File: src/verilog/dse_pkg.sv
// package for the pll status and event register group
package dse_pkg;

  ////////////////////////////////////////////////////////////////////////////
  // register offsets within the register port
  localparam logic [1:0] DSE_OFS_STATUS   = 2'h0;
  localparam logic [1:0] DSE_OFS_EVENTS   = 2'h1;
  localparam logic [1:0] DSE_OFS_LOSS_CNT = 2'h2;

  ////////////////////////////////////////////////////////////////////////////
  // field positions
  localparam int DSE_STATE_LSB     = 4;
  localparam int DSE_REF_BIT       = 1;
  localparam int DSE_LOCK_BIT      = 0;
  localparam int DSE_EV_STATE_BIT  = 3;
  localparam int DSE_EV_HOLD_BIT   = 2;
  localparam int DSE_EV_LIMIT_BIT  = 1;
  localparam int DSE_EV_LOSS_BIT   = 0;

  ////////////////////////////////////////////////////////////////////////////
  // values
  localparam logic [3:0] DSE_CNT_MAX      = 4'hf;
  localparam logic [3:0] DSE_CNT_RESET    = 4'h0;
  localparam logic [3:0] DSE_EV_RESET     = 4'h0;
  localparam logic [3:0] DSE_THRESH_DFLT  = 4'h8;
  localparam logic [2:0] DSE_STATE_HOLD   = 3'h2;
  localparam logic [2:0] DSE_STATE_RESET  = 3'h0;

  // loop state codes as reported
  typedef enum logic [2:0] {
    DSE_FREERUN   = 3'h0,
    DSE_NORMAL    = 3'h1,
    DSE_HOLDOVER  = 3'h2,
    DSE_WRITE_FRQ = 3'h3,
    DSE_ACQUIRE   = 3'h4,
    DSE_HITLESS   = 3'h5
  } dse_loop_state_type;

  // live inputs from the loop
  typedef struct packed {
    logic [2:0] state;
    logic       ref_sel;
    logic       locked;
  } dse_loop_type;

  // register port request
  typedef struct packed {
    logic       wr;
    logic [1:0] addr;
    logic [7:0] wdata;
  } dse_req_type;

  // whole module state
  typedef struct packed {
    logic [2:0] state;
    logic       ref_sel;
    logic       locked;
    logic [3:0] events;
    logic [3:0] loss_cnt;
    logic [7:0] rdata;
  } dse_regs_type;

endpackage

File: src/verilog/dse_regs.sv
// status, event and lock-loss counter registers of the loop
`timescale 1ns/100ps
module dse_regs
#(
  parameter logic [3:0] LOSS_THRESH = dse_pkg::DSE_THRESH_DFLT
)
(
  // clock and reset
  input  wire logic                 i_sys_clk,
  input  wire logic                 i_reset_n,
  // loop side, same clock domain
  input  wire dse_pkg::dse_loop_type i_loop,
  input  wire logic                 i_clock_gated,
  input  wire logic                 i_loop_soft_reset,
  // register port
  input  wire dse_pkg::dse_req_type i_req,
  input  wire logic [1:0]           i_raddr,
  output logic [7:0]                o_rdata
);
  import dse_pkg::*;

  ////////////////////////////////////////////////////////////////////////////
  // widths of the event and counter fields inside the 8-bit registers
  localparam int EV_BITS  = 4;
  localparam int CNT_BITS = 4;

  // every register, the read data included, leaves reset at its idle value
  localparam dse_regs_type REGS_RESET = '{
    state:    DSE_STATE_RESET,
    ref_sel:  1'b0,
    locked:   1'b0,
    events:   DSE_EV_RESET,
    loss_cnt: DSE_CNT_RESET,
    rdata:    8'h00
  };

  ////////////////////////////////////////////////////////////////////////////
  // state and next state
  dse_regs_type       r_q;
  dse_regs_type       r_d;

  // write decode
  logic               wr_events;
  logic               wr_count;
  logic               cnt_wr_open;
  logic               cnt_wr_take;

  // event sources
  logic               state_moved;
  logic               hold_entry;
  logic               lock_fall;
  logic               over_thresh;
  logic               cnt_at_max;

  // event update terms
  logic [EV_BITS-1:0] clr;
  logic               ev_state_next;
  logic               ev_hold_next;
  logic               ev_limit_next;
  logic               ev_loss_next;

  // read words
  logic [7:0]         status_word;
  logic [7:0]         event_word;
  logic [7:0]         count_word;

  ////////////////////////////////////////////////////////////////////////////
  // write decode
  assign wr_events   = i_req.wr && (i_req.addr == DSE_OFS_EVENTS);
  assign wr_count    = i_req.wr && (i_req.addr == DSE_OFS_LOSS_CNT);
  // a gated or soft-reset loop must not see its counter written under it
  assign cnt_wr_open = !i_clock_gated && !i_loop_soft_reset;
  assign cnt_wr_take = wr_count && cnt_wr_open;

  ////////////////////////////////////////////////////////////////////////////
  // event sources, live inputs against the copy taken at the previous edge
  assign state_moved = (i_loop.state != r_q.state);
  assign hold_entry  = (i_loop.state == DSE_STATE_HOLD) && (r_q.state != DSE_STATE_HOLD);
  assign lock_fall   = r_q.locked && !i_loop.locked;
  // registered count: the limit flag stays set through a clear while the count is still over
  assign over_thresh = (r_q.loss_cnt > LOSS_THRESH);
  assign cnt_at_max  = (r_q.loss_cnt == DSE_CNT_MAX);

  ////////////////////////////////////////////////////////////////////////////
  // only ones written to the event register clear a flag
  always_comb
  begin
    clr = '0;
    if (wr_events)
    begin
      clr = i_req.wdata[EV_BITS-1:0];
    end
  end

  ////////////////////////////////////////////////////////////////////////////
  // one sticky cell per event flag; set wins over a clear in the same cycle
  dse_w1c_cell #(
    .WIDTH  (1)
  ) u_ev_state (
    .i_cur  (r_q.events[DSE_EV_STATE_BIT]),
    .i_set  (state_moved),
    .i_clr  (clr[DSE_EV_STATE_BIT]),
    .o_next (ev_state_next)
  );

  dse_w1c_cell #(
    .WIDTH  (1)
  ) u_ev_hold (
    .i_cur  (r_q.events[DSE_EV_HOLD_BIT]),
    .i_set  (hold_entry),
    .i_clr  (clr[DSE_EV_HOLD_BIT]),
    .o_next (ev_hold_next)
  );

  dse_w1c_cell #(
    .WIDTH  (1)
  ) u_ev_limit (
    .i_cur  (r_q.events[DSE_EV_LIMIT_BIT]),
    .i_set  (over_thresh),
    .i_clr  (clr[DSE_EV_LIMIT_BIT]),
    .o_next (ev_limit_next)
  );

  dse_w1c_cell #(
    .WIDTH  (1)
  ) u_ev_loss (
    .i_cur  (r_q.events[DSE_EV_LOSS_BIT]),
    .i_set  (lock_fall),
    .i_clr  (clr[DSE_EV_LOSS_BIT]),
    .o_next (ev_loss_next)
  );

  ////////////////////////////////////////////////////////////////////////////
  // read words, reserved bits stay zero
  always_comb
  begin
    status_word = 8'h00;
    status_word[DSE_STATE_LSB +: 3] = r_q.state;
    status_word[DSE_REF_BIT] = r_q.ref_sel;
    status_word[DSE_LOCK_BIT] = r_q.locked;
    event_word = 8'h00;
    event_word[EV_BITS-1:0] = r_q.events;
    count_word = 8'h00;
    count_word[CNT_BITS-1:0] = r_q.loss_cnt;
  end

  ////////////////////////////////////////////////////////////////////////////
  // next state
  always_comb
  begin
    r_d = r_q;
    // status copies, one edge behind the loop
    r_d.state = i_loop.state;
    r_d.ref_sel = i_loop.ref_sel;
    r_d.locked = i_loop.locked;
    // event flags
    r_d.events[DSE_EV_STATE_BIT] = ev_state_next;
    r_d.events[DSE_EV_HOLD_BIT] = ev_hold_next;
    r_d.events[DSE_EV_LIMIT_BIT] = ev_limit_next;
    r_d.events[DSE_EV_LOSS_BIT] = ev_loss_next;
    // counter: a write wins over an increment in the same cycle
    if (cnt_wr_take)
    begin
      r_d.loss_cnt = i_req.wdata[CNT_BITS-1:0];
    end
    else if (lock_fall && !cnt_at_max)
    begin
      r_d.loss_cnt = r_q.loss_cnt + 4'h1;
    end
    // read data answers the address one edge later
    case (i_raddr)
      DSE_OFS_STATUS:
      begin
        r_d.rdata = status_word;
      end
      DSE_OFS_EVENTS:
      begin
        r_d.rdata = event_word;
      end
      DSE_OFS_LOSS_CNT:
      begin
        r_d.rdata = count_word;
      end
      default:
      begin
        r_d.rdata = 8'h00;
      end
    endcase
  end

  ////////////////////////////////////////////////////////////////////////////
  always_ff @(posedge i_sys_clk or negedge i_reset_n)
  begin
    if (!i_reset_n)
    begin
      r_q <= REGS_RESET;
    end
    else
    begin
      r_q <= r_d;
    end
  end

  assign o_rdata = r_q.rdata;

endmodule

////////////////////////////////////////////////////////////////////////////////
// next value of write-one-to-clear flags; set beats clear so no event is lost
module dse_w1c_cell
#(
  parameter int WIDTH = 1
)
(
  // present value and its update terms
  input  wire logic [WIDTH-1:0] i_cur,
  input  wire logic [WIDTH-1:0] i_set,
  input  wire logic [WIDTH-1:0] i_clr,
  // next value
  output logic [WIDTH-1:0]      o_next
);

  assign o_next = (i_cur & ~i_clr) | i_set;

endmodule

File: config.mk
export PLATFORM = sky130hd
export DESIGN_NAME = dse_regs
export DESIGN_NICKNAME = d
export VERILOG_FILES = /design/src/verilog/dse_pkg.sv /design/src/verilog/dse_regs.sv
export SDC_FILE = /design/constraint.sdc
export NUM_CORES = 1
export LEC_CHECK = 0
export ABC_AREA = 1
export BUFFER_PORTS_ARGS = -buffer_cell sky130_fd_sc_hd__buf_2
export CAP_MARGIN = 25
export CORE_ASPECT_RATIO = 0.75
export CORE_MARGIN = 2
export CORE_UTILIZATION = 45
export CTS_BUF_LIST = sky130_fd_sc_hd__clkbuf_8
export DETAILED_ROUTE_END_ITERATION = 8
export PLACE_DENSITY = 0.68
export RECOVER_POWER = 25
export SLEW_MARGIN = 20
export SYNTH_ARGS = -nofsm -noshare
export SYNTH_HDL_FRONTEND = slang
export SYNTH_SLANG_ARGS = --single-unit
export TNS_END_PERCENT = 1
File: constraint.sdc
create_clock -name i_sys_clk -period 1.3 [get_ports i_sys_clk]
set_input_delay 0.26 -clock i_sys_clk [delete_from_list [all_inputs] [get_ports i_sys_clk]]
set_output_delay 0.26 -clock i_sys_clk [all_outputs]
set_load 0.02 [all_outputs]
==> impl_metrics.json, run 1 <==
{
  "status": "completed",
  "numPortBuffers": 24,
  "fmax_mhz": 844,
  "grt_max_degree": 21,
  "cts_max_level": 1,
  "critical_path.max_stage_delay_ns": 0.43,
  "hold_path_class": "input port to register",
  "cp.buffers_inverters": 1,
  "cts_root_buf": "clkbuf_8",
  "dp_hpwl_mm": 1.47,
  "gp_congestion": 0.786,
  "vdd_ir_drop_max_mv": 0.594,
  "cp_slowest_cell": "dfrtp_1",
  "ios": 30,
  "placed_cells": 146,
  "p_per_area_nw_per_um2": 1450,
  "vias": 744,
  "grt_pass1_wl_mm": 3.01,
  "ys_seq_elements": 20,
  "post-route-period-util_pct": 91.1,
  "postCtsSetupRepairBufs": 0,
  "cts_hold_buf": 1,
  "area_growth_pct": 12.3,
  "clock_skew_ns": 0.00261,
  "die_area_sq_um": 2670,
  "maxSlewViolCount": 0,
  "grt_pass1_vias": 709,
  "multi_input_area_sq_um": 389,
  "setup.worst_path.class": "register to register",
  "synth_top_area_share_pct": 49.0,
  "synth_fp_nets": 131,
  "ctsResizeCount": 0,
  "tns_ns": 0,
  "cp.arrival_ns": 1.32,
  "worst_slack_ns": 0.116,
  "yosys.area.top_type": "dfrtp_1",
  "synthDistinctLibCells": 22,
  "hold_viol_final": 0,
  "final_area_sq_um": 1150,
  "wl_mm": 1.85,
  "ant_nets": 0,
  "drt-pass1-iter-count": 4,
  "cpMostUsedCell": "nand3_1",
  "rsz0062_at_grt": "no",
  "grt_overflow_total": 0,
  "avgSynthCellArea_sq_um": 9.54,
  "start_util_pct": 49.4,
  "insertion_delay_ns": 0.25,
  "die_x_um": 59,
  "crit_fanout": 5,
  "yosysWarnings": 0,
  "synth_area_sq_um": 1020,
  "maxCapViolCount": 0,
  "endpoint_kind": "register",
  "min_period_ns": 1.18,
  "instances_no_fill": 150,
  "drcViolationCount": 0,
  "coreArea_sq_um": 2070,
  "clk_path_buf_depth": 2,
  "cp_top_family": "flip-flops",
  "drive_above_1_share_pct": 25.4,
  "nFillCells": 196,
  "grt_use_total_pct": 15.6,
  "hold-worst-slack_ns": 0.118,
  "antenna-diode-count": 0,
  "fp-row-count": 14,
  "tritoncts": "done",
  "clkTransAtPathRegs_ns": 0.07,
  "die_y_um": 45.3,
  "critPathRequiredTime_ns": 1.44,
  "p_leak_nw": 0.570,
  "post_drt_wl_per_cell_um": 12.3,
  "setup_viol": 0,
  "seq_area_frac_synth_pct": 49.0,
  "startpoint_type": "register",
  "path_cells": "ha_1 > nand3_4 > nand2_4 > inv_2 > nand3_1 > nand3_1",
  "dp_slack_ns": 0.125,
  "cts_sinks": 20,
  "synthTopCellsByArea": "dfrtp_1 (49%), nand3_1 (9.3%), buf_4 (5.9%), inv_1 (5.1%), nand3_4 (3.4%)",
  "antenna_found_initial": 0,
  "via_per_inst": 4.96,
  "drt-initial-drc-count": 17,
  "placed_area_sq_um": 1100,
  "numCtsBuffers": 3,
  "final_net_count": 152,
  "register_area_sq_um": 500,
  "layout_common_cells": "dfrtp_1 (20), buf_2 (20), nand3_1 (19)",
  "syn_inst": 107
}
logic make-up after synthesis:
kind of cell / Yosys count / synth area share, %
AO/OA/AOI/OAI: 10 / 5.51
flip-flops: 20 / 49.0
buffers and inverters: 25 / 12.9
AND/OR/NAND/NOR: 45 / 26.3
XOR/XNOR: 4 / 3.43
adder cells (fa/ha/maj): 2 / 2.45
other: 1 / 0.367
metal layers:
metal | part of all wire, % | global-route usage, % | wire, um | vias to the layer above
li1 | - | - | - | 384
met1 | 50 | 20.9 | 930 | 337
met2 | 43 | 23.8 | 799 | 21
met3 | 5.2 | 5.44 | 96 | 2
met4 | 1.0 | 5.45 | 19 | 0
met5 | 0 | 0 | 0 | -
cells in the mapped netlist:
master	count
a21oi_1	1
buf_4	8
buf_6	1
conb_1	1
dfrtp_1	20
ha_1	2
inv_1	14
inv_2	2
nand2_1	9
nand2_4	1
nand3_1	19
nand3_2	1
nand3_4	2
nand4_1	5
nor2_1	5
nor2_4	3
o211ai_1	1
o21ai_0	5
o21ai_1	2
o221ai_1	1
xnor2_1	3
xor2_1	1
final timing paths:
kind	start	to	slack [ns]	depth (start not counted)
max in group asynchronous	i_reset_n	o_rdata[3]$_DFF_PN0_	0.50	2
min in group asynchronous	i_reset_n	r_q[20]$_DFF_PN0_	0.50	2
setup / recovery	count_word[1]$_DFFE_PN0P_	count_word[3]$_DFFE_PN0P_	0.12	6
hold reg to reg	event_word[0]$_DFF_PN0_	event_word[0]$_DFF_PN0_	0.50	2
setup reg to reg	count_word[1]$_DFFE_PN0P_	count_word[3]$_DFFE_PN0P_	0.12	6
hold / removal	i_loop[1]	r_q[17]$_DFF_PN0_	0.12	1
sequential cells by signal (all words and copies together), names as in the netlist:
| signal | flops |
|---|---|
| r_q | 5 |
| event_word | 4 |
| o_rdata | 7 |
| count_word | 4 |
final cells by class:
| class | count | area share [%] |
|---|---|---|
| Multi-Input combinational cell | 62 | 34.0 |
| Inverter | 16 | 5.24 |
| Tap cell | 24 | 2.62 |
| Clock buffer | 3 | 3.60 |
| Timing Repair Buffer | 25 | 10.9 |
| Sequential cell | 20 | 43.7 |
through the flow:
stage / power [mW] / util, %
floorplan: 1.19 / -
global placement: 1.27 / 53.2
detailed placement: 1.28 / 53.2
CTS: 1.68 / 55.7
global route: 1.78 / 55.4
finish: 1.66 / 55.4
where the power goes:
part / switching, mW / internal, mW
Sequential: 0.123 / 0.733
Combinational: 0.250 / 0.169
Clock: 0.180 / 0.206
Total: 0.553 / 1.11
(Power assumes the default switching activity.)
==> run 2: changes to the inputs <==
SYNTH_HIERARCHICAL = 1   (was unset)
==> run 2 against run 1 <==
Against the previous run:
- wire length fell by 2.4%
- maximum frequency rose by 3.6%
- die area rose by 1.5%
- design area rose by 2.5%
- clock power barely moved
- clock skew rose by 0.0032 ns
- count of clock-buffer cells in the layout did not move
- synthesized cell count rose by 10%
- global-route usage barely moved
- first-iteration DRC count fell by 59%
- largest cell class unchanged
- highest routed layer unchanged
==> impl_metrics.json, run 2 <==
{
  "antenna_found_initial": 0,
  "critPathCapture": "count_word[0]$_DFFE_PN0P_",
  "grt_pass1_vias": 731,
  "yosys-top-cells-count": "inv_1 (24), dfrtp_1 (20), nand3_1 (17), nand2_1 (13), nor2_1 (9)",
  "vias": 784,
  "via_per_inst": 4.81,
  "hold_path_class": "input port to register",
  "numPortBuffers": 24,
  "path_cells": "ha_1 > nand3_2 > nand2_4 > inv_2 > nand3_1 > nand3_1",
  "multi_input_area_sq_um": 383,
  "ant_nets": 0,
  "total_power_mw": 1.59,
  "grt_use_total_pct": 15.6,
  "p_per_area_nw_per_um2": 1360,
  "seq_area_frac_synth_pct": 48.3,
  "synth_top_area_share_pct": 48.3,
  "grt_max_degree": 21,
  "ys_seq_elements": 20,
  "async_reset_ff_share_pct": 100,
  "rrSetupSlack_ns": 0.16,
  "die_y_um": 45.6,
  "antenna-diode-count": 0,
  "largest_reg_flops": 7,
  "crit_fanout": 5,
  "gp_congestion": 0.744,
  "p_leak_nw": 0.618,
  "fp-row-count": 15,
  "start_util_pct": 46.4,
  "clkTransAtPathRegs_ns": 0.07,
  "maxCapViolCount": 0,
  "layout_common_cells": "inv_1 (24), dfrtp_1 (20), buf_2 (20)",
  "endpoint_kind": "register",
  "synthTopCellsByArea": "dfrtp_1 (48%), inv_1 (8.7%), nand3_1 (8.2%), buf_4 (5.8%), nand2_1 (4.7%)",
  "synth_fp_nets": 142,
  "die_area_sq_um": 2710,
  "nFillCells": 224,
  "min_period_ns": 1.14,
  "yosys.cell_count.top_type": "inv_1",
  "maxSlewViolCount": 0,
  "insertion_delay_ns": 0.25,
  "synth_edf_count": 0,
  "coreArea_sq_um": 2230,
  "drive_above_1_share_pct": 23.2,
  "numCtsBuffers": 3,
  "cts_root_buf": "clkbuf_8",
  "fin_util_pct": 52.6,
  "tns_ns": 0,
  "clock_skew_ns": 0.00582,
  "cp.arrival_ns": 1.27,
  "critPathRequiredTime_ns": 1.43,
  "clk_path_buf_depth": 2,
  "drt-pass1-iter-count": 4,
  "cts_max_level": 1,
  "wl_mm": 1.80,
  "tritoncts": "done",
  "path_depth": 6,
  "critical_path.max_stage_delay_ns": 0.42,
  "ios": 30,
  "crit_path_start": "count_word[1]$_DFFE_PN0P_",
  "setup_viol": 0,
  "cp_slowest_cell": "dfrtp_1",
  "cp_top_family": "flip-flops",
  "grt_overflow_total": 0,
  "cp.buffers_inverters": 1,
  "layout_commonest_cell": "inv_1",
  "ctsResizeCount": 0,
  "dp_hpwl_mm": 1.47,
  "rr_worst_depth": 6,
  "yosys.area.top_type": "dfrtp_1",
  "reg2reg_from": "count_word[1]$_DFFE_PN0P_",
  "drcViolationCount": 0,
  "synth_area_sq_um": 1040,
  "status": "completed",
  "post_drt_wl_per_cell_um": 11.1,
  "synthFlopType": "dfrtp_1",
  "synthDistinctLibCells": 22,
  "post-route-period-util_pct": 87.9,
  "avgSynthCellArea_sq_um": 8.79,
  "grt_pass1_wl_mm": 3.11,
  "drt-initial-drc-count": 7,
  "rsz0062_at_grt": "no",
  "vdd_ir_drop_max_mv": 0.623,
  "cts_sinks": 20,
  "hold_viol_final": 0,
  "syn_inst": 118,
  "worstReg2RegEnd": "count_word[0]$_DFFE_PN0P_",
  "register_area_sq_um": 500,
  "yosysWarnings": 6,
  "die_x_um": 59.4,
  "cpMostUsedCell": "nand3_1",
  "fmax_mhz": 875,
  "final_net_count": 164,
  "hold-worst-slack_ns": 0.120,
  "startpoint_type": "register",
  "area_growth_pct": 13.3,
  "setup.worst_path.class": "register to register"
}
-- run 2: per-stage QoR --
stage          instance area, sq um  setup slack [ns]  std cells
2_1_floorplan                  1040             0.260        118
3_3_place_gp                   1130             0.185        159
3_5_place_dp                   1130             0.170        159
4_1_cts                        1180             0.149        163
5_1_grt                        1170            0.0217        163
6_report                       1170             0.157        163
-- run 2: per-layer routing --
metal / vias to the layer above / wire length [um] / share of wire (%) / track usage [%]
met5: - / 0 / 0 / 0
met2: 23 / 825 / 46 / 25.7
met4: 0 / 19 / 1.1 / 5.45
met1: 354 / 864 / 48 / 20.5
li1: 405 / - / - / -
met3: 2 / 93 / 5.2 / 3.41
-- run 2: area by class of cell --
cell class              count  area share, %
multi-input cells          65           32.6
repair buffers             25           10.6
inverters                  25           7.99
clock buffers               3           3.51
flip-flops and latches     20           42.6
well taps                  25           2.66
-- run 2: worst min path at each step --
| stage | slack [ns] | end | startpoint | cells past startpoint |
|---|---|---|---|---|
| after floorplan | -0.04 | count_word[0]$_DFFE_PN0P_ | i_reset_n | 0 |
| after global placement | 0.22 | count_word[2]$_DFFE_PN0P_ | i_reset_n | 1 |
| after detailed placement | 0.23 | count_word[2]$_DFFE_PN0P_ | i_reset_n | 1 |
| after CTS | 0.11 | r_q[17]$_DFF_PN0_ | i_loop[1] | 1 |
| after global routing | 0.11 | r_q[17]$_DFF_PN0_ | i_loop[1] | 1 |
| final | 0.12 | r_q[17]$_DFF_PN0_ | i_loop[1] | 1 |
-- run 2: logic make-up after synthesis --
group / after synthesis / synth area share, %
buffers and inverters: 33 / 14.8
AO/OA/AOI/OAI: 6 / 3.62
XOR/XNOR: 4 / 3.38
AND/OR/NAND/NOR: 52 / 27.1
flip-flops: 20 / 48.3
adder cells (fa/ha/maj): 2 / 2.41
other: 1 / 0.362
-- run 2: repair_timing --
item	CTS	global route
endpoints found under the hold margin	20	0
buffers inserted	0	0
hold buffers	1	0
-- run 2: where the power goes --
part / switching [mW] / total [mW] / internal, mW
Sequential: 0.0970 / 0.824 / 0.727
Clock: 0.181 / 0.387 / 0.206
Combinational: 0.227 / 0.382 / 0.155
Total: 0.505 / 1.59 / 1.09
==> run 3: changes to the inputs <==
CORE_UTILIZATION = 53   (was 45)
CTS_CLUSTER_SIZE = 24   (was unset)
PLACE_DENSITY = 0.78   (was 0.68)
==> run 3 against run 2 <==
Against the previous run:
- first-iteration DRC count up 100%
- design area rose by 0.85%
- flip-flop and latch count is the same
- wire length rose by 6.9%
- critical path type unchanged
- largest power group unchanged
==> impl_metrics.json, run 3 (same netlist as run 2, synthesis figures left out) <==
{
  "drt-initial-drc-count": 14,
  "start_util_pct": 58.0,
  "grtUsageMet3_pct": 6.43,
  "ctsResizeCount": 0,
  "numCtsBuffers": 3,
  "cts_root_buf": "clkbuf_8",
  "gp_congestion": 0.746,
  "coreArea_sq_um": 1790,
  "drcViolationCount": 0,
  "rsz0062_at_grt": "no",
  "endpoint_kind": "register",
  "layout_common_cells": "inv_1 (24), dfrtp_1 (20), buf_2 (20)",
  "antenna-diode-count": 0,
  "cts_sinks": 20,
  "placed_area_sq_um": 1120,
  "multi_input_area_sq_um": 383,
  "insertion_delay_ns": 0.26,
  "tritoncts": "done",
  "fp-row-count": 13,
  "grt-busiest-layer": "met2",
  "met1_usage_pct": 26.1,
  "post-route-period-util_pct": 89.8,
  "largest_reg_flops": 7,
  "p_leak_nw": 0.625,
  "register_area_sq_um": 500,
  "crit_fanout": 5,
  "critPathRequiredTime_ns": 1.45,
  "layout_commonest_cell": "inv_1",
  "post_drt_wl_per_cell_um": 12.0,
  "p_per_area_nw_per_um2": 1430,
  "hold_path_class": "input port to register",
  "wl_mm": 1.93,
  "grt_max_degree": 21,
  "cp.arrival_ns": 1.31,
  "drive_above_1_share_pct": 23.7,
  "grt_use_total_pct": 19.0,
  "cts_max_level": 1,
  "vias": 817,
  "min_period_ns": 1.17,
  "drt-pass1-iter-count": 4,
  "final_area_sq_um": 1180,
  "dp_hpwl_mm": 1.47,
  "nFillCells": 153,
  "grt_pass1_vias": 700,
  "die_x_um": 55.1,
  "area_growth_pct": 14.2,
  "ant_nets": 0,
  "hold_viol_final": 0,
  "setup.worst_path.class": "register to register",
  "maxSlewViolCount": 0,
  "grt_overflow_total": 0,
  "clkTransAtPathRegs_ns": 0.07,
  "die_area_sq_um": 2330,
  "startpoint_type": "register",
  "die_y_um": 42.3,
  "clk_path_buf_depth": 2,
  "tns_ns": 0,
  "vdd_ir_drop_max_mv": 1.01,
  "clock_skew_ns": 0.00176,
  "maxCapViolCount": 0,
  "numPortBuffers": 24,
  "setup_viol": 0,
  "met2_usage_pct": 28.1,
  "final_net_count": 164,
  "grt_pass1_wl_mm": 3.10,
  "status": "completed",
  "fmax_mhz": 857,
  "via_per_inst": 5.07,
  "antenna_found_initial": 0,
  "ios": 30
}
-- run 3: cell types whose count changed in the layout (fill, tap and decap cells not counted) --
| cell | before | now |
|---|---|---|
| clkbuf_8 | 3 | 4 |
-- run 3: report_power, final --
group | internal, mW | switching (mW) | leakage, nW
clock | 0.270 | 0.200 | 0.0288
sequential | 0.727 | 0.101 | 0.239
combinational | 0.157 | 0.234 | 0.357
-- run 3: cell type report --
type                       count  share of cell area (%)
clock buffer                   4                    4.65
inverter                      25                    7.92
multi-input combinational     65                    32.3
sequential                    20                    42.2
tap                           22                    2.32
timing repair buffer          25                    10.6
-- run 3: final timing paths --
kind	slack, ns	from	cells past startpoint	to
max	0.13	count_word[1]$_DFFE_PN0P_	6	count_word[1]$_DFFE_PN0P_
min	0.10	i_loop[1]	1	r_q[17]$_DFF_PN0_
max reg2reg	0.13	count_word[1]$_DFFE_PN0P_	6	count_word[1]$_DFFE_PN0P_
min reg2reg	0.48	event_word[0]$_DFF_PN0_	2	event_word[0]$_DFF_PN0_
max in group asynchronous	0.52	i_reset_n	2	o_rdata[1]$_DFF_PN0_
min in group asynchronous	0.47	i_reset_n	2	count_word[3]$_DFFE_PN0P_
-- run 3: metal layers --
metal | up-vias | wire length, um
met2 | 31 | 891
li1 | 407 | -
met4 | 0 | 28
met1 | 375 | 870
met5 | - | 0
met3 | 4 | 137
-- run 3: through the flow --
| step | std cells | power, mW | utilization [%] | hold WS (ns) | setup WS, ns |
|---|---|---|---|---|---|
| 2_1_floorplan | 118 | 1.12 | - | -0.0356 | 0.260 |
| 3_3_place_gp | 156 | 1.20 | 62.9 | 0.218 | 0.188 |
| 3_5_place_dp | 156 | 1.22 | 62.9 | 0.227 | 0.142 |
| 4_1_cts | 161 | 1.70 | 66.5 | 0.101 | 0.127 |
| 5_1_grt | 161 | 1.79 | 66.2 | 0.0931 | 0.0356 |
| 6_report | 161 | 1.69 | 66.2 | 0.104 | 0.133 |
-- run 3: worst max-delay path, stage by stage, from the launching register on --
cell,delay (ns)
dfrtp_1,0.43
ha_1,0.22
nand3_2,0.10
nand2_4,0.10
inv_2,0.06
nand3_1,0.08
nand3_1,0.07
-- run 3: repair_timing --
| item | in CTS | in global routing |
|---|---|---|
| hold buffers | 1 | 0 |
| setup buffers | 0 | 0 |
| hold endpoints to repair | 20 | 0 |
| setup endpoints to repair | 0 | 0 |
